### config.mk
export PLATFORM = sky130hd
export DESIGN_NAME = psb_burst_averager
export DESIGN_NICKNAME = d
export VERILOG_FILES = /design/src/verilog/psb_pkg.sv /design/src/verilog/psb_burst_averager.sv
export SDC_FILE = /design/constraint.sdc
export NUM_CORES = 1
export LEC_CHECK = 0
export BUFFER_PORTS_ARGS = -buffer_cell sky130_fd_sc_hd__buf_4
export CORE_MARGIN = 4
export CORE_UTILIZATION = 55
export DETAILED_ROUTE_END_ITERATION = 6
export GPL_TIMING_DRIVEN = 0
export PLACE_DENSITY_LB_ADDON = 0.15
export SYNTH_ARGS = -nofsm -noshare
export SYNTH_HDL_FRONTEND = slang
export SYNTH_SLANG_ARGS = --single-unit
### constraint.sdc
create_clock -name clk_i -period 23 [get_ports clk_i]
set_clock_uncertainty 0.1 [all_clocks]
set_input_delay 0 -clock clk_i [delete_from_list [all_inputs] [get_ports clk_i]]
set_output_delay 0 -clock clk_i [all_outputs]
set_load 0.005 [all_outputs]
### src/verilog/psb_pkg.sv
package psb_pkg;

  // ****************************************************************
  // Widths and register map
  // ****************************************************************
  localparam int ADC_W = 20;
  localparam int ACC_W = ADC_W + 9;
  localparam int CTRL_W = 11;

  localparam logic [7:0] OFF_CTRL   = 8'h00;
  localparam logic [7:0] OFF_AVG    = 8'h04;
  localparam logic [7:0] OFF_STATUS = 8'h08;
  localparam logic [7:0] OFF_DATA   = 8'h0c;

  localparam int CTRL_BURST_BIT = 0;
  localparam int CTRL_DUAL_BIT  = 1;
  localparam int CTRL_INT_LSB   = 2;
  localparam int CTRL_SR_LSB    = 4;
  localparam int CTRL_BR_LSB    = 8;
  localparam int CTRL_RUN_BIT   = 10;
  localparam int STAT_FALL_BIT  = 0;
  localparam int STAT_LVL_LSB   = 1;
  localparam int STAT_BUSY_BIT  = 3;
  localparam int DATA_VLD_BIT   = 31;

  localparam logic [CTRL_W-1:0] CTRL_RST = 11'h000;
  localparam logic [7:0]        AVG_RST  = 8'h01;
  localparam logic [3:0]        SR_MAX_CODE = 4'h9;
  localparam logic [1:0]        RESP_OKAY   = 2'b00;
  localparam logic [1:0]        RESP_DECERR = 2'b11;

  // ****************************************************************
  // Timing
  // ****************************************************************
  localparam int CLK_NS = 20;
  localparam int CLK_HZ = 1_000_000_000 / CLK_NS;
  localparam int SR_MAX_HZ = 4096;
  localparam int SMP_BASE_CYC_DFLT = CLK_HZ / SR_MAX_HZ;
  // Integration times in tenths of a microsecond
  localparam int INT_T0_TUS = 148;
  localparam int INT_T1_TUS = 294;
  localparam int INT_T2_TUS = 587;
  localparam int INT_T3_TUS = 1173;
  localparam int INT_CYC0 = INT_T0_TUS * 100 / CLK_NS;
  localparam int INT_CYC1 = INT_T1_TUS * 100 / CLK_NS;
  localparam int INT_CYC2 = INT_T2_TUS * 100 / CLK_NS;
  localparam int INT_CYC3_DFLT = INT_T3_TUS * 100 / CLK_NS;
  localparam int BURST_HZ0 = 8;
  localparam int BURST_HZ1 = 32;
  localparam int BURST_HZ2 = 84;
  localparam int BURST_HZ3 = 256;

  // ****************************************************************
  // Types
  // ****************************************************************
  typedef enum logic [1:0] {
    PH_IDLE    = 2'b00,
    PH_EXPOSE  = 2'b01,
    PH_CONVERT = 2'b10
  } psb_phase_t;

  typedef struct packed {
    logic             valid;
    logic [ADC_W-1:0] data;
  } psb_sample_t;

endpackage

### src/verilog/psb_burst_averager.sv
// The implementer's own choices: the AXI4-Lite interface to the registers and the address map.
`timescale 1ns/1ps
// Contract
// - Sample rate selectable from 8 to 4096 samples per second.
// - Paired-exposure option: two exposures per slot, averaged into one.
// - Average 1 to 128 samples; output rate is rate over count.
// - Four integration times: 14.8, 29.4, 58.7, 117.3 us by 2-bit code.
// - Burst off: conversions run continuously at the sample interval.
// - Burst on: conversions at the sample interval, count equals averaging count.
// - One averaged result per burst; bursts at 8, 32, 84 or 256 Hz.
// - Unsupported count up to 128 rounds up to the next supported count; counts above 128 give 128.
// - Burst too long for its period: burst enable clears, run continuous.
module psb_burst_averager
  import psb_pkg::*;
#(
  parameter int SMP_BASE_CYC = SMP_BASE_CYC_DFLT,
  parameter int INT3_CYC     = INT_CYC3_DFLT,
  parameter int BURST_CYC0   = CLK_HZ / BURST_HZ0,
  parameter int BURST_CYC1   = CLK_HZ / BURST_HZ1,
  parameter int BURST_CYC2   = CLK_HZ / BURST_HZ2,
  parameter int BURST_CYC3   = CLK_HZ / BURST_HZ3
) (
  input  wire logic        clk_i,           // System clock
  input  wire logic        rst_i,           // Async reset, high
  input  wire logic        s_axi_awvalid_i, // Write address valid
  output logic             s_axi_awready_o, // Write address ready
  input  wire logic [31:0] s_axi_awaddr_i,  // Write address
  input  wire logic        s_axi_wvalid_i,  // Write data valid
  output logic             s_axi_wready_o,  // Write data ready
  input  wire logic [31:0] s_axi_wdata_i,   // Write data
  input  wire logic [3:0]  s_axi_wstrb_i,   // Write byte enables
  output logic             s_axi_bvalid_o,  // Write response valid
  input  wire logic        s_axi_bready_i,  // Write response ready
  output logic [1:0]       s_axi_bresp_o,   // Write response
  input  wire logic        s_axi_arvalid_i, // Read address valid
  output logic             s_axi_arready_o, // Read address ready
  input  wire logic [31:0] s_axi_araddr_i,  // Read address
  output logic             s_axi_rvalid_o,  // Read data valid
  input  wire logic        s_axi_rready_i,  // Read data ready
  output logic [31:0]      s_axi_rdata_o,   // Read data
  output logic [1:0]       s_axi_rresp_o,   // Read response
  output logic             led_expose_o,    // LED on, integrating
  output logic             adc_start_o,     // Start of conversion pulse
  input  wire psb_sample_t adc_i,           // Conversion result
  output psb_sample_t      result_o         // Averaged result, strobed
);

  // ****************************************************************
  // State
  // ****************************************************************
  typedef struct packed {
    logic [CTRL_W-1:0]      ctrl;
    logic [7:0]             avg;
    logic                   fallback;
    logic [31:0]            slot_cnt;
    logic [31:0]            burst_cnt;
    logic                   burst_act;
    logic [7:0]             done;
    logic                   half;
    psb_phase_t             phase;
    logic [31:0]            ph_cnt;
    logic [ACC_W-1:0]       acc;
    logic                   expose;
    logic                   adc_start;
    psb_sample_t            result;
    logic [1:0][ADC_W-1:0]  fifo;
    logic [1:0]             fcnt;
    logic                   wptr;
    logic                   rptr;
    logic                   awready;
    logic                   wready;
    logic                   aw_held;
    logic                   w_held;
    logic [7:0]             awaddr;
    logic [31:0]            wdata;
    logic [3:0]             wstrb;
    logic                   bvalid;
    logic [1:0]             bresp;
    logic                   arready;
    logic                   rvalid;
    logic [31:0]            rdata;
    logic [1:0]             rresp;
  } psb_state_t;

  psb_state_t s_q;
  psb_state_t s_d;

  // ****************************************************************
  // Helpers
  // ****************************************************************
  // Only powers of two are averaged, so shifts replace the divide
  function automatic logic [2:0] avg_shift(input logic [7:0] n);
    logic [2:0] k;
    k = 3'h7;
    for (int i = 6; i >= 0; i--) begin
      if (n <= 8'(1 << i)) begin
        k = 3'(i);
      end
    end
    return k;
  endfunction

  function automatic logic [31:0] sr_period(input logic [3:0] code);
    logic [3:0] c;
    c = (code > SR_MAX_CODE) ? SR_MAX_CODE : code;
    return 32'(SMP_BASE_CYC) << (SR_MAX_CODE - c);
  endfunction

  function automatic logic [31:0] merge(input logic [31:0] old_v,
                                        input logic [31:0] new_v,
                                        input logic [3:0]  strb);
    logic [31:0] m;
    m = old_v;
    for (int b = 0; b < 4; b++) begin
      if (strb[b]) begin
        m[b*8 +: 8] = new_v[b*8 +: 8];
      end
    end
    return m;
  endfunction

  logic [2:0]       n_shift;
  logic [8:0]       n_eff;
  logic [31:0]      per_sample;
  logic [31:0]      per_burst;
  logic [31:0]      per_int;
  logic [40:0]      need;
  logic             too_slow;
  logic             slot_tick;
  logic             burst_tick;
  logic             can_start;
  logic             conv_done;
  logic             push;
  logic             pop;
  logic [ACC_W-1:0] acc_new;
  logic [31:0]      ctrl_w;

  // ****************************************************************
  // Next state
  // ****************************************************************
  always_comb begin
    s_d = s_q;
    s_d.adc_start = 1'b0;
    s_d.result.valid = 1'b0;
    push = 1'b0;
    pop = 1'b0;
    acc_new = s_q.acc;
    ctrl_w = 32'h0;

    n_shift = avg_shift(s_q.avg);
    n_eff = 9'h1 << n_shift;
    per_sample = sr_period(s_q.ctrl[CTRL_SR_LSB +: 4]);
    case (s_q.ctrl[CTRL_BR_LSB +: 2])
      2'h0:    per_burst = 32'(BURST_CYC0);
      2'h1:    per_burst = 32'(BURST_CYC1);
      2'h2:    per_burst = 32'(BURST_CYC2);
      default: per_burst = 32'(BURST_CYC3);
    endcase
    case (s_q.ctrl[CTRL_INT_LSB +: 2])
      2'h0:    per_int = 32'(INT_CYC0);
      2'h1:    per_int = 32'(INT_CYC1);
      2'h2:    per_int = 32'(INT_CYC2);
      default: per_int = 32'(INT3_CYC);
    endcase
    need = 41'(n_eff) * 41'(per_sample);
    too_slow = s_q.ctrl[CTRL_BURST_BIT] && (need > 41'(per_burst));

    // Free-running slot and burst timers; a count beyond a newly shortened
    // period is cut back, or the old slow rate would linger for a period
    slot_tick = (s_q.slot_cnt == 32'h0);
    s_d.slot_cnt = (slot_tick || s_q.slot_cnt >= per_sample) ?
                   per_sample - 32'h1 : s_q.slot_cnt - 32'h1;
    burst_tick = (s_q.burst_cnt == 32'h0);
    s_d.burst_cnt = (burst_tick || s_q.burst_cnt >= per_burst) ?
                    per_burst - 32'h1 : s_q.burst_cnt - 32'h1;
    if (burst_tick && s_q.ctrl[CTRL_BURST_BIT]) begin
      s_d.burst_act = 1'b1;
    end

    // A full buffer holds off new slots so no result is ever dropped
    can_start = s_q.ctrl[CTRL_RUN_BIT] && (s_q.phase == PH_IDLE) &&
                (s_q.fcnt != 2'h2) &&
                (!s_q.ctrl[CTRL_BURST_BIT] || s_q.burst_act);
    conv_done = 1'b0;
    case (s_q.phase)
      PH_IDLE: begin
        if (slot_tick && can_start) begin
          s_d.phase = PH_EXPOSE;
          s_d.expose = 1'b1;
          s_d.ph_cnt = per_int - 32'h1;
          s_d.half = 1'b0;
        end
      end
      PH_EXPOSE: begin
        s_d.ph_cnt = s_q.ph_cnt - 32'h1;
        if (s_q.ph_cnt == 32'h0) begin
          s_d.expose = 1'b0;
          s_d.adc_start = 1'b1;
          s_d.phase = PH_CONVERT;
        end
      end
      PH_CONVERT: begin
        if (adc_i.valid) begin
          acc_new = s_q.acc + ACC_W'(adc_i.data);
          s_d.acc = acc_new;
          if (s_q.ctrl[CTRL_DUAL_BIT] && !s_q.half) begin
            s_d.half = 1'b1;
            s_d.phase = PH_EXPOSE;
            s_d.expose = 1'b1;
            s_d.ph_cnt = per_int - 32'h1;
          end else begin
            conv_done = 1'b1;
            s_d.phase = PH_IDLE;
          end
        end
      end
      default: s_d.phase = PH_IDLE;
    endcase

    if (conv_done) begin
      s_d.done = s_q.done + 8'h1;
      if (9'(s_q.done) + 9'h1 >= n_eff) begin
        push = 1'b1;
        s_d.done = 8'h0;
        s_d.acc = '0;
        // A burst tick landing on the closing push still opens a burst
        s_d.burst_act = burst_tick && s_q.ctrl[CTRL_BURST_BIT];
        s_d.result.valid = 1'b1;
        s_d.result.data = ADC_W'(acc_new >>
                          (4'(n_shift) + 4'(s_q.ctrl[CTRL_DUAL_BIT])));
        s_d.fifo[s_q.wptr] = s_d.result.data;
        s_d.wptr = ~s_q.wptr;
      end
    end

    // AXI4-Lite write: address and data taken in either order
    if (s_axi_awvalid_i && s_q.awready) begin
      s_d.aw_held = 1'b1;
      s_d.awaddr = s_axi_awaddr_i[7:0];
    end
    if (s_axi_wvalid_i && s_q.wready) begin
      s_d.w_held = 1'b1;
      s_d.wdata = s_axi_wdata_i;
      s_d.wstrb = s_axi_wstrb_i;
    end
    if (s_q.bvalid && s_axi_bready_i) begin
      s_d.bvalid = 1'b0;
    end
    if (s_q.aw_held && s_q.w_held) begin
      s_d.aw_held = 1'b0;
      s_d.w_held = 1'b0;
      s_d.bvalid = 1'b1;
      s_d.bresp = RESP_OKAY;
      if (s_q.awaddr == OFF_CTRL) begin
        ctrl_w = merge(32'(s_q.ctrl), s_q.wdata, s_q.wstrb);
        s_d.ctrl = ctrl_w[CTRL_W-1:0];
      end else if (s_q.awaddr == OFF_AVG) begin
        if (s_q.wstrb[0]) begin
          s_d.avg = s_q.wdata[7:0];
        end
      end else if (s_q.awaddr == OFF_STATUS) begin
        if (s_q.wstrb[0] && s_q.wdata[STAT_FALL_BIT]) begin
          s_d.fallback = 1'b0;
        end
      end else if (s_q.awaddr == OFF_DATA) begin
        s_d.bresp = RESP_OKAY;
      end else begin
        s_d.bresp = RESP_DECERR;
      end
    end
    // Hardware fallback wins over a software write in the same cycle
    if (too_slow) begin
      s_d.ctrl[CTRL_BURST_BIT] = 1'b0;
      s_d.fallback = 1'b1;
    end
    if (!s_d.ctrl[CTRL_BURST_BIT]) begin
      s_d.burst_act = 1'b0;
    end
    s_d.awready = !s_d.aw_held && !s_d.bvalid;
    s_d.wready = !s_d.w_held && !s_d.bvalid;

    // AXI4-Lite read; reading the data word pops the buffer
    if (s_q.rvalid && s_axi_rready_i) begin
      s_d.rvalid = 1'b0;
      s_d.arready = 1'b1;
    end
    if (s_axi_arvalid_i && s_q.arready) begin
      s_d.arready = 1'b0;
      s_d.rvalid = 1'b1;
      s_d.rresp = RESP_OKAY;
      s_d.rdata = 32'h0;
      if (s_axi_araddr_i[7:0] == OFF_CTRL) begin
        s_d.rdata = 32'(s_q.ctrl);
      end else if (s_axi_araddr_i[7:0] == OFF_AVG) begin
        s_d.rdata = 32'(s_q.avg);
      end else if (s_axi_araddr_i[7:0] == OFF_STATUS) begin
        s_d.rdata[STAT_FALL_BIT] = s_q.fallback;
        s_d.rdata[STAT_LVL_LSB +: 2] = s_q.fcnt;
        s_d.rdata[STAT_BUSY_BIT] = (s_q.phase != PH_IDLE);
      end else if (s_axi_araddr_i[7:0] == OFF_DATA) begin
        if (s_q.fcnt != 2'h0) begin
          pop = 1'b1;
          s_d.rdata[DATA_VLD_BIT] = 1'b1;
          s_d.rdata[ADC_W-1:0] = s_q.fifo[s_q.rptr];
          s_d.rptr = ~s_q.rptr;
        end
      end else begin
        s_d.rresp = RESP_DECERR;
      end
    end
    case ({push, pop})
      2'b10:   s_d.fcnt = s_q.fcnt + 2'h1;
      2'b01:   s_d.fcnt = s_q.fcnt - 2'h1;
      default: s_d.fcnt = s_q.fcnt;
    endcase
  end

  always_ff @(posedge clk_i or posedge rst_i) begin
    if (rst_i) begin
      s_q <= '0;
      s_q.ctrl <= CTRL_RST;
      s_q.avg <= AVG_RST;
      s_q.awready <= 1'b1;
      s_q.wready <= 1'b1;
      s_q.arready <= 1'b1;
    end else begin
      s_q <= s_d;
    end
  end

  assign s_axi_awready_o = s_q.awready;
  assign s_axi_wready_o  = s_q.wready;
  assign s_axi_bvalid_o  = s_q.bvalid;
  assign s_axi_bresp_o   = s_q.bresp;
  assign s_axi_arready_o = s_q.arready;
  assign s_axi_rvalid_o  = s_q.rvalid;
  assign s_axi_rdata_o   = s_q.rdata;
  assign s_axi_rresp_o   = s_q.rresp;
  assign led_expose_o    = s_q.expose;
  assign adc_start_o     = s_q.adc_start;
  assign result_o        = s_q.result;

  logic [31:0] exp_len_q;
  always_ff @(posedge clk_i or posedge rst_i) begin
    if (rst_i) begin
      exp_len_q <= 32'h0;
    end else begin
      exp_len_q <= s_q.expose ? exp_len_q + 32'h1 : 32'h0;
    end
  end
endmodule

# == After elaboration in Yosys (flattened, before gate mapping) ==
# Cells that the tools add are included.
# Widths: inputs -> output; s select.
# word_totals
ff_bits,288
mem_bits_ro,0
mem_count,0
ram_bits,0
output_inout_bits,64
latchBits,0
# op_classes
shifts,3
n_mux,85
n_reduce_logical,52
n_lt_le_gt_ge,15
n_addsub,13
multipliers,1
n_div,0
bitwise,6
n_eq_ne,21
# op_table
op,count
$sub 32x1->32 const B,6
$mux 29,5
$mux 32,4
$mux 61,2
$mux 20,6
$logic_not 32->1,3
$pmux 32 s3,1
$pmux 23 s3,1
$mux 65,1
$ge 32x32->1,2
$gt 41x32->1,1
$mul 9x32->41,1
$bwmux 40,1
$pmux 13 s3,1
$mux 36,1
$mux 35,1
$eq 8x4->1 const B,4
$shl 14x4->32 const A,1
$add 29x20->29,1
$shr 29x4->20,1
$mux 1,28
$mux 9,3
$mux 2,12
$mux 3,7
45 further kinds,102

# == Longest topological paths before layout ==
# Gate-level depths: netlist of run 1.
# depth
ltp_word,14
depth_mapped,40
depth_no_buf,36

# == Least setup slack after synthesis of run 1 ==
# OpenSTA, ideal clock, no wires.
# synth_timing
path_kind,register -> register
startpoint,register s_q[305] (netlist bit)
endpoint,register s_q[291] (netlist bit)
setup_slack_ns,14.101
setup_time_ns,0.124
n_path_buf,4
arrival_time_ns,8.675
period_less_slack_ns,8.899
stages_incl_launch_ff,39
path_cell_list,dfrtp_1 > clkbuf_1 > nor2b_1 > clkbuf_1 > clkinv_1 > ha_1 > ha_1 > clkbuf_1 > o21ai_0 > inv_1 > a21oi_1 > nand2_1 > fa_1 > inv_1 > fa_1 > fa_1 > inv_1 > fa_1 > [... 3 more ...] > and3_1 > a221oi_1 > o21ai_0 > or2_2 > a21o_1 > a21oi_1 > xnor2_1 > ha_1 > a21oi_1 > nor2b_1 > o21ai_0 > o21ai_0 > a2111o_1 > a211o_1 > nor4_1 > nand4_1 > nand2b_1 > o2bb2ai_1
# synth_via
elab_chain_cells,9
elab_cells_between_ends,14
# synth_lines
element,line_no,source
"start, declared",psb_burst_averager.sv:85,psb_state_t s_q;
$gt 4x4->1,psb_burst_averager.sv:105,c = (code > SR_MAX_CODE) ? SR_MAX_CODE : code;
$mux 4 (*),psb_burst_averager.sv:105,
$sub 4x4->4 (*),psb_burst_averager.sv:106,return 32'(SMP_BASE_CYC) << (SR_MAX_CODE - c);
$shl 14x4->32 (*),psb_burst_averager.sv:106,
$mul 9x32->41 (*),psb_burst_averager.sv:165,need = 41'(n_eff) * 41'(per_sample);
$gt 41x32->1 (*),psb_burst_averager.sv:166,too_slow = s_q.ctrl[CTRL_BURST_BIT] && (need > 41'(per_burst));
$logic_and 1x1->1 (*),psb_burst_averager.sv:166,
$ne 2x2->1 (no line) / $reduce_bool 2->1 (equally long branches),--,
$reduce_and 5->1 (no line),--,
# Every way passes the cells marked *; elsewhere a longest branch is shown, timed or not.
# A chain may end at the register's enable or synchronous reset.

# == Worst setup path after layout of run 1 ==
# Ends and elaborated chain as after synthesis.

==> reports/metrics.yaml, run 1 <==
htree_levels: 1
hold_path_startpoint: "adc_i[2]"
cp-start-kind: "flip-flop"
final_util_pct: 62.5
hold-path-endpoint: "s_q[157]"
synthCells: 3115
postCtsSetupBuffers: 0
outcome: "finished, violations left"
power.share.combinational_pct: 58.5
p_clk_share_pct: 18.6
r2r_setup_slack_ns: 11.58
avgViaCountPerCell: 6.02
regToRegEndpoint: "s_q[291]"
drt-total-wl_mm: 80.0
syn_area_per_cell_um2: 8.54
measured_slew_at_the_worst_slew_check_pin_ns: 1.42
cts_num_sinks: 275
synth_enable_flop_cells: 0
multi_input_area_um2: 17700
postLayoutCellArea_um2: 29900
power.static_leakage_uw: 0.0143
unique_masters_post_synth: 89
number_of_antenna_violations_at_the_first_check_in_global_routing: 1
chipWidth_um: 228
design.die.area_um2: 52000
insertion_delay_ns: 0.59
p_seq_share_pct: 22.9
critical_path.endpoint_type: "flip-flop"
whs_path_depth: 5
ctsLongestPathBuffers: 3
met1Wirelength_mm: 31.1
sw_frac_of_total_pct: 47.0
cts.root.buffer_cell: "sky130_fd_sc_hd__clkbuf_16"
switchingPower_uw: 1250
slew_viol_final: 0
row_count: 80
rsz0062_at_grt: "no"
placeableCoreArea_um2: 47700
worst_path_max_delay_cell: "sky130_fd_sc_hd__o21ai_0"
clock_transition_at_the_registers_of_the_reported_paths_ns: 0.06
overall_fraction_of_global_route_tracks_in_use_pct: 30.5
dpl_cell_area_um2: 28300
met3_length_mm: 5.05
yosys_register_bits: 275
r2r_start: "s_q[305]"
grt_start_max_net_pins: 114
post_synth_instance_area_um2: 26600
seqCellArea_um2: 6890
tritoncts_clock_tree: "yes"
critical_path.max_fanout: 10
worst-setup-path-type: "reg -> reg"
final_setup_viols: 0
yosys_most_used_dff: "sky130_fd_sc_hd__dfrtp_1"
cts-buffers-inserted: 31
grt_pass1_wl_mm: 129
relSlewSlack_pct: 4.00
syn2layout_area_growth_pct: 12.2
fin_crit_ns: 11.42
final_layout_size_suffix_gt1_share_pct: 10.9
maxClockFrequency_mhz: 87.6
max_stage_delay_ns: 0.68
io_buffer_count: 108
grt-ovfl-total: 0
maxCapViolCount: 0
gp_routability_congestion: 0.993
detailedPlacementHpwl_mm: 62.6
ys.warnings.count: 0
drc_errors: 2
irDropWorstVdd_v: 0.000125
hold_class: "in -> reg"
routed-wl-met2_mm: 39.5
place.detailed.instances: 3859
reg2reg_depth: 36
violations: "design-rule violations"
route.antenna.remaining_nets: 0
post_cts.resized_instances: 0
hold_buf_cts: 49
timing.critical_path.from: "s_q[305]"
fillers: 4140
finish.net_count: 3817
internal_power_uw: 1400
timing.setup.tns_ns: 0
detailedRoute.firstPassIterationCount: 7
fin_cells: 3967
design_power_total_uw: 2650
initial_core_util_pct: 55.7
power.density_cell_area_nw_per_um2: 88.8
worst_ep_arrival_time_ns: 11.79
die_height_um: 228
asyncSetResetFlopFracSynth_pct: 100
hold_viol: 0
first_iter_violations: 1732
detailroute.via_count: 23900
wl_per_cell_um: 20.2
finalCritPeriodShare_pct: 49.7
maxUsedRoutingLayer: "met4"
seq_area_frac_synth_pct: 25.9
ios: 192
cp_data_required_time_ns: 23.37
number_of_global_route_vias_before_repair: 24500
-- cells in the mapped netlist (all sizes together) (37+ instances only) --
library cell  instances  area [um^2]
nor2                361         1360
buf                  68          469
a21oi               175          887
nor3                 87          440
o21ai               153          766
dfrtp               271         6780
or3                  37          251
xnor2                77          674
mux2                103         1160
mux2i                72          721
clkbuf              128          482
fa                  164         3280
nand3                54          270
inv                 308         1160
nand2               294         1100
ha                  199         2490
a21o                 42          315
-- worst max-delay path, delay by kind of cell, from the launching register on --
kind | cells | cell delay (ns)
compound gates | 12 | 3.04
xor+xnor | 1 | 0.15
fa+ha+maj | 7 | 3.24
buf+inv | 8 | 2.35
flops | 1 | 0.32
simple gates | 8 | 2.08
-- power by group through the flow --
stage / Combinational (uW) / Clock [uW] / Sequential (uW)
after floorplan: 1070 / 0 / 590
after global placement: 1480 / 0 / 607
after detailed placement: 1510 / 0 / 610
after CTS: 1540 / 504 / 602
after global routing: 1730 / 526 / 612
final: 1550 / 494 / 606
-- worst max-delay path by stage --
stage / cells past startpoint / slack, ns / endpoint
final: 36 / 11.58 / s_q[291]
after CTS: 36 / 11.74 / s_q[291]
after detailed placement: 36 / 11.84 / s_q[291]
after global placement: 36 / 11.82 / s_q[291]
after floorplan: 38 / 14.10 / s_q[291]
after global routing: 36 / 10.99 / s_q[291]
-- cells in the final DEF, fill, tap and decap left out, drive strengths merged, types with 32 or more instances in the layout --
cell,netlist,layout
mux2i,72,72
o21ai,153,153
nor2,361,361
inv,308,311
a21oi,175,175
dfrtp,271,271
nor4,36,36
nand3,54,54
or3,37,37
a21o,42,42
dlygate4sd3,0,49
fa,164,164
buf,68,180
nand2,294,294
clkbuf,128,166
a211oi,32,32
xnor2,77,77
mux2,103,103
nor3,87,87
ha,199,199
-- layer usage --
metal,track usage [%],vias up
li1,-,11100
met1,36.6,11600
met2,53.9,887
met3,4.44,251
met4,14.8,0
met5,0,-
-- layout make-up --
class	instances	share of cell area (%)
clock inverter	20	0.624
tap	615	2.58
timing repair buffer	161	4.61
clock buffer	38	2.79
inverter	312	3.95
buffer	196	3.19
multi-input combinational	2349	59.2
sequential	275	23.1
antenna	1	0.00838
-- metrics by stage --
stage | hold slack [ns] | setup WS (ns)
2_1_floorplan | -0.0417 | 14.10
3_3_place_gp | 0.0517 | 11.82
3_5_place_dp | -0.0600 | 11.84
4_1_cts | 0.00996 | 11.74
5_1_grt | 0.0829 | 10.99
6_report | 0.0364 | 11.58
-- cells by family after synthesis --
logic type               synth area share [%]
buffers and inverters                    7.98
adder cells (fa/ha/maj)                  21.7
AND/OR/NAND/NOR                          18.1
flip-flops                               25.9
AO/OA/AOI/OAI                            15.6
XOR/XNOR                                 3.46
multiplexers                             7.32
other                                  0.0141
Note: power is estimated with default switching activity, not from simulation.
==> run 2: changes to the inputs <==
==> constraint.sdc (replaced) <==
create_clock -name clk_i -period 11.8 [get_ports clk_i]
set_clock_uncertainty 0.1 [all_clocks]
set_input_delay 0 -clock clk_i [delete_from_list [all_inputs] [get_ports clk_i]]
set_output_delay 0 -clock clk_i [all_outputs]
set_load 0.005 [all_outputs]
==> run 2 against run 1 <==
The flow now finishes without violations; critical path type unchanged; utilization hardly changed; combinational power is 95% higher; sequential share of layout area hardly changed; highest routed layer unchanged; largest cell class unchanged; largest power group unchanged; die area stayed put.
==> reports/metrics.yaml, run 2 (synthesized netlist as in run 1, its figures left out) <==
outcome: "completed"  # was finished, violations left
cp-start-kind: "flip-flop"  # unchanged
syn2layout_area_growth_pct: 12.2  # about the same
grt-ovfl-total: 0  # unchanged
seqCellArea_um2: 6890  # unchanged
max_stage_delay_ns: 0.77  # was 0.68 ns
multi_input_area_um2: 17700  # about the same
die_height_um: 228  # unchanged
critical_path.max_fanout: 10  # unchanged
worst_path_max_delay_cell: "sky130_fd_sc_hd__a21oi_1"  # was sky130_fd_sc_hd__o21ai_0
detailedRoute.firstPassIterationCount: 7  # unchanged
power.density_cell_area_nw_per_um2: 173  # was 88.8 nW/um^2
row_count: 80  # unchanged
finish.net_count: 3816  # was 3817
measured_slew_at_the_worst_slew_check_pin_ns: 1.37  # was 1.42 ns
cts_num_sinks: 275  # unchanged
number_of_antenna_violations_at_the_first_check_in_global_routing: 1  # unchanged
placeableCoreArea_um2: 47700  # unchanged
irDropWorstVdd_v: 0.000237  # was 0.000125 V
crit_top_cell: "sky130_fd_sc_hd__ha_1"
cp_data_required_time_ns: 12.21  # was 23.37 ns
cts.root.buffer_cell: "sky130_fd_sc_hd__clkbuf_16"  # unchanged
hold_viol: 0  # unchanged
avgViaCountPerCell: 6.03  # was 6.02
mostFrequentLayoutCell: "sky130_fd_sc_hd__nor2_1"  # unchanged
ctsLongestPathBuffers: 3  # unchanged
layout_common_cells: "sky130_fd_sc_hd__nor2_1 (360), sky130_fd_sc_hd__inv_1 (303), sky130_fd_sc_hd__nand2_1 (294)"  # was sky130_fd_sc_hd__nor2_1 (361), sky130_fd_sc_hd__inv_1 (303), sky130_fd_sc_hd__nand2_1 (294)
tritoncts_clock_tree: "yes"  # unchanged
drt-total-wl_mm: 80.2  # was 80.0 mm
io_buffer_count: 108  # unchanged
clock_transition_at_the_registers_of_the_reported_paths_ns: 0.06  # about the same
ios: 192  # unchanged
final_setup_viols: 0  # unchanged
hold-path-endpoint: "s_q[157]"  # unchanged
fillers: 4143  # was 4140
route.antenna.remaining_nets: 0  # unchanged
dpl_cell_area_um2: 28300  # unchanged
whs_path_depth: 5  # unchanged
r2r_setup_slack_ns: 0.62  # was 11.58 ns
slew_viol_final: 0  # unchanged
finalCritPeriodShare_pct: 94.7  # was 49.7%
critical_path.endpoint_type: "flip-flop"  # unchanged
maxClockFrequency_mhz: 89.5  # was 87.6 MHz
timing.setup.tns_ns: 0  # unchanged
postLayoutCellArea_um2: 29900  # about the same
number_of_global_route_vias_before_repair: 24500  # unchanged
drc_errors: 0  # was 2
detailedPlacementHpwl_mm: 62.6  # unchanged
grt_pass1_wl_mm: 129  # unchanged
worst_ep_arrival_time_ns: 11.59  # was 11.79 ns
wl_per_cell_um: 20.2  # about the same
worst-setup-path-type: "reg -> reg"  # unchanged
gp_routability_congestion: 0.993  # unchanged
first_iter_violations: 1753  # was 1732
chipWidth_um: 228  # unchanged
hold_path_startpoint: "adc_i[2]"  # unchanged
fin_crit_ns: 11.18  # was 11.42 ns
hold_class: "in -> reg"  # unchanged
grt_start_max_net_pins: 114  # unchanged
power.static_leakage_uw: 0.0143  # about the same
design.die.area_um2: 52000  # unchanged
overall_fraction_of_global_route_tracks_in_use_pct: 30.5  # unchanged
reg2reg_depth: 37  # was 36
rsz0062_at_grt: "no"  # unchanged
final_layout_size_suffix_gt1_share_pct: 11.0  # was 10.9%
r2r_start: "s_q[305]"  # unchanged
maxCapViolCount: 0  # unchanged
cts-buffers-inserted: 31  # unchanged
initial_core_util_pct: 55.7  # unchanged
insertion_delay_ns: 0.59  # about the same
detailroute.via_count: 23900  # about the same
htree_levels: 1  # unchanged
relSlewSlack_pct: 6.97  # was 4.00%
regToRegEndpoint: "s_q[300]"  # was s_q[291]
-- run 2: cell count changes in the layout (fill, tap and decap cells not counted), sizes merged --
cell    delta
clkbuf     -1
-- run 2: how the worst max path moves through the flow --
stage | startpoint | slack (ns) | end | cells past startpoint
floorplan | s_q[305] | 2.90 | s_q[291] | 38
global placement | s_q[305] | 0.62 | s_q[291] | 36
detailed placement | s_q[305] | 0.64 | s_q[291] | 36
CTS | s_q[305] | 0.54 | s_q[291] | 36
global route | s_q[305] | 0.13 | s_q[291] | 37
finish | s_q[305] | 0.62 | s_q[300] | 37
-- run 2: worst max-delay path, delay by kind of cell, from the launching register on --
family | cells | cell delay (ns)
adders and majority gates | 8 | 3.07
AOI/OAI and AO/OA | 11 | 3.06
and+or+nand+nor | 8 | 2.07
buffers and inverters | 9 | 2.02
DFF | 1 | 0.62
xor gates and xnor gates | 1 | 0.15
-- run 2: cell type report --
class                           instances  area share (%)
Clock inverter                         20           0.624
Antenna cell                            1         0.00838
Multi-Input combinational cell       2349            59.2
Sequential cell                       275            23.1
Timing Repair Buffer                  161            4.61
Clock buffer                           38            2.79
Tap cell                              615            2.58
Inverter                              312            3.95
Buffer                                195            3.17
-- run 2: routing by layer --
layer | wire length, um | global-route usage (%) | up-vias
met5 | 0 | 0 | -
met4 | 4360 | 14.8 | 0
met3 | 5120 | 4.44 | 259
met2 | 39600 | 53.9 | 910
met1 | 31100 | 36.6 | 11600
li1 | - | - | 11100
-- run 2: metrics by stage --
stage / util (%) / hold slack [ns] / setup WS (ns) / total power, uW / instances
after detailed placement: 59.4 / -0.0600 / 0.643 / 4130 / 3859
after global placement: 59.2 / 0.0517 / 0.621 / 4070 / 3855
after CTS: 62.5 / 0.00996 / 0.544 / 5150 / 3966
final: 62.5 / 0.0341 / 0.622 / 5170 / 3966
after floorplan: - / -0.0417 / 2.90 / 3240 / 3132
after global routing: 62.5 / 0.0829 / 0.131 / 5590 / 3966
-- run 2: repair_timing --
item | 4_1_cts | 5_1_grt
hold endpoints to repair | 206 | 0
endpoints found under the setup margin | 0 | 2
hold buffers | 49 | 0
setup buffers | 0 | 0
gates resized for setup | 0 | 2
-- run 2: power by group --
group          leakage (uW)  internal, uW  switching (uW)  total, uW
registers           0.00355          1050             128       1180
logic                0.0103          1130            1890       3020
clock network      0.000511           550             413        964
total                0.0143          2740            2430       5170
==> run 3: changes to the inputs <==
--- a/config.mk
+++ b/config.mk
@@ -7,10 +7,11 @@
 export LEC_CHECK = 0
 export BUFFER_PORTS_ARGS = -buffer_cell sky130_fd_sc_hd__buf_4
 export CORE_MARGIN = 4
-export CORE_UTILIZATION = 55
+export CORE_UTILIZATION = 30
 export DETAILED_ROUTE_END_ITERATION = 6
 export GPL_TIMING_DRIVEN = 0
 export PLACE_DENSITY_LB_ADDON = 0.15
+export RECOVER_POWER = 25
 export SYNTH_ARGS = -nofsm -noshare
 export SYNTH_HDL_FRONTEND = slang
 export SYNTH_SLANG_ARGS = --single-unit
==> run 3 against run 2 <==
The flow now finishes with violations (max-capacitance violations, max-slew violations); final cell count is 14% higher; global-route usage is 12 points lower; first-iteration DRC count is 24% lower; sequential share of layout area is 0.61 points lower; final area is 2.7% higher; critical endpoint is now s_q[291]; largest power group unchanged; highest routed layer unchanged.
==> reports/metrics.yaml, run 3 (synthesized netlist as in run 1, its figures left out) <==
die_height_um: 306  # was 228 um
critical_path.max_fanout: 10  # unchanged
avgViaCountPerCell: 5.07  # was 6.03
number_of_global_route_vias_before_repair: 23300  # was 24500
layout_common_cells: "sky130_fd_sc_hd__nor2_1 (360), sky130_fd_sc_hd__inv_1 (303), sky130_fd_sc_hd__nand2_1 (294)"  # unchanged
cp_data_required_time_ns: 12.14  # was 12.21 ns
hold_class: "in -> reg"  # unchanged
hold_path_startpoint: "s_axi_araddr_i[6]"  # was adc_i[2]
r2r_start: "s_q[305]"  # unchanged
seqCellArea_um2: 6890  # unchanged
initial_core_util_pct: 30.4  # was 55.7%
overall_fraction_of_global_route_tracks_in_use_pct: 18.2  # was 30.5%
rsz0062_at_grt: "no"  # unchanged
postCtsSetupBuffers: 0  # unchanged
grt_start_max_net_pins: 117  # was 114
final_setup_viols: 0  # unchanged
placeableCoreArea_um2: 87400  # was 47700 um^2
fin_crit_ns: 11.08  # was 11.18 ns
cts.root.buffer_cell: "sky130_fd_sc_hd__clkbuf_16"  # unchanged
worst-setup-path-type: "reg -> reg"  # unchanged
number_of_antenna_cells_inserted: 0  # was 1
finish.net_count: 3819  # was 3816
htree_levels: 2  # was 1
max_stage_delay_ns: 0.63  # was 0.77 ns
hold_viol: 0  # unchanged
multi_input_area_um2: 17700  # about the same
syn2layout_area_growth_pct: 15.2  # was 12.2%
hold-path-endpoint: "s_axi_rdata_o[1]"  # was s_q[157]
detailedPlacementHpwl_mm: 68.2  # was 62.6 mm
measured_slew_at_the_worst_slew_check_pin_ns: 5.67  # was 1.37 ns
postLayoutCellArea_um2: 30700  # was 29900 um^2
clock_transition_at_the_registers_of_the_reported_paths_ns: 0.06  # about the same
regToRegEndpoint: "s_q[291]"  # was s_q[300]
design_power_total_uw: 5370  # was 5170 uW
finalCritPeriodShare_pct: 93.9  # was 94.7%
detailroute.via_count: 22800  # was 23900
tritoncts_clock_tree: "yes"  # unchanged
cts_num_sinks: 275  # unchanged
dpl_cell_area_um2: 29000  # was 28300 um^2
fin_cells: 4508  # was 3966
relSlewSlack_pct: -278  # was 6.97%
power.density_cell_area_nw_per_um2: 175  # was 173 nW/um^2
design.die.area_um2: 93500  # was 52000 um^2
whs_path_depth: 6  # was 5
io_buffer_count: 108  # unchanged
detailedRoute.firstPassIterationCount: 7  # unchanged
worst_hold_slack_after_final_layout_ns: 0.0257  # was 0.0341 ns
place.detailed.instances: 4398  # was 3859
number_of_antenna_violations_at_the_first_check_in_global_routing: 2  # was 1
irDropWorstVdd_v: 0.000208  # was 0.000237 V
violations: "max-capacitance violations, max-slew violations"
outcome: "finished, violations left"  # was completed
cp-start-kind: "flip-flop"  # unchanged
maxClockFrequency_mhz: 90.2  # was 89.5 MHz
ios: 192  # unchanged
insertion_delay_ns: 0.56  # was 0.59 ns
power.static_leakage_uw: 0.0143  # about the same
ctsLongestPathBuffers: 3  # unchanged
grt-ovfl-total: 0  # unchanged
critical_path.endpoint_type: "flip-flop"  # unchanged
gp_routability_congestion: 0.901  # was 0.993
mostFrequentLayoutCell: "sky130_fd_sc_hd__nor2_1"  # unchanged
worst_ep_arrival_time_ns: 11.42  # was 11.59 ns
r2r_setup_slack_ns: 0.72  # was 0.62 ns
cts-buffers-inserted: 36  # was 31
final_layout_size_suffix_gt1_share_pct: 10.7  # was 11.0%
drc_errors: 0  # unchanged
row_count: 108  # was 80
chipWidth_um: 306  # was 228 um
fillers: 9263  # was 4143
maxCapViolCount: 2  # was 0
first_iter_violations: 1337  # was 1753
route.antenna.remaining_nets: 0  # unchanged
worst_path_max_delay_cell: "sky130_fd_sc_hd__dfrtp_1"  # was sky130_fd_sc_hd__a21oi_1
drt-total-wl_mm: 85.6  # was 80.2 mm
slew_viol_final: 163  # was 0
wl_per_cell_um: 19.0  # was 20.2 um
reg2reg_depth: 37  # unchanged
grt_pass1_wl_mm: 136  # was 129 mm
==> run 3: changes by cell type in the layout (fill, tap and decap cells not counted), moves of 3 or more <==
cell,before,now
sky130_fd_sc_hd__bufinv_16,2,5
sky130_fd_sc_hd__clkinv_4,3,0
sky130_fd_sc_hd__clkbuf_16,31,36
sky130_fd_sc_hd__clkbuf_1,130,142
sky130_fd_sc_hd__dfstp_1,0,3
sky130_fd_sc_hd__clkinv_2,11,6
sky130_fd_sc_hd__dfstp_2,4,1
sky130_fd_sc_hd__clkbuf_4,0,44
sky130_fd_sc_hd__buf_4,166,113
==> run 3: power by group <==
| group | switching (uW) | internal, uW |
|---|---|---|
| clock | 456 | 705 |
| sequential | 124 | 1050 |
| combinational | 1910 | 1120 |
| total | 2490 | 2880 |
==> run 3: routing by layer <==
| layer | up-vias | GRT usage (%) | part of all wire, % |
|---|---|---|---|
| met1 | 11100 | 24.7 | 46 |
| met5 | - | 0 | 0 |
| met2 | 489 | 30.5 | 47 |
| met4 | 0 | 5.29 | 2.8 |
| met3 | 119 | 2.42 | 4.1 |
| li1 | 11100 | - | - |
==> run 3: through the flow <==
stage | utilization [%] | setup slack [ns] | TNS [ns]
2_1_floorplan | - | 2.90 | 0
3_3_place_gp | 33.1 | -0.0114 | -0.294
3_5_place_dp | 33.2 | 0.308 | 0
4_1_cts | 35.1 | 0.236 | 0
5_1_grt | 35.1 | 0.153 | 0
6_report | 35.1 | 0.717 | 0
==> run 3: worst max-delay path by stage <==
stage	startpoint	to	slack [ns]	depth (start not counted)
after CTS	s_q[305]	s_q[291]	0.24	36
after global placement	rst_i	s_axi_rdata_o[17]	-0.01	2
after global routing	s_q[305]	s_q[291]	0.15	37
after detailed placement	s_q[305]	s_q[291]	0.31	36
final	s_q[305]	s_q[291]	0.72	37
after floorplan	s_q[305]	s_q[291]	2.90	38
==> run 3: worst max-delay path: cells and delay by family, from the launching register on <==
kind | cells | cell delay (ns)
buf+inv | 10 | 2.48
fa+ha+maj | 8 | 3.13
flops | 1 | 0.63
simple gates | 11 | 2.61
compound gates | 7 | 1.62
xor+xnor | 1 | 0.34
==> run 3: repair_timing <==
action                                  in CTS  in global routing
endpoints found under the setup margin       0                  3
gates resized for setup                      0                  7
endpoints found under the hold margin      195                  0
hold buffers                                48                  0
==> run 3: cell type report <==
| cell class | count | area share, % |
|---|---|---|
| multi-input combinational | 2349 | 57.7 |
| tap | 1155 | 4.71 |
| clock buffer | 46 | 3.22 |
| timing repair buffer | 159 | 4.33 |
| buffer | 195 | 3.00 |
| sequential | 275 | 22.5 |
| clock inverter | 17 | 0.775 |
| inverter | 312 | 3.82 |
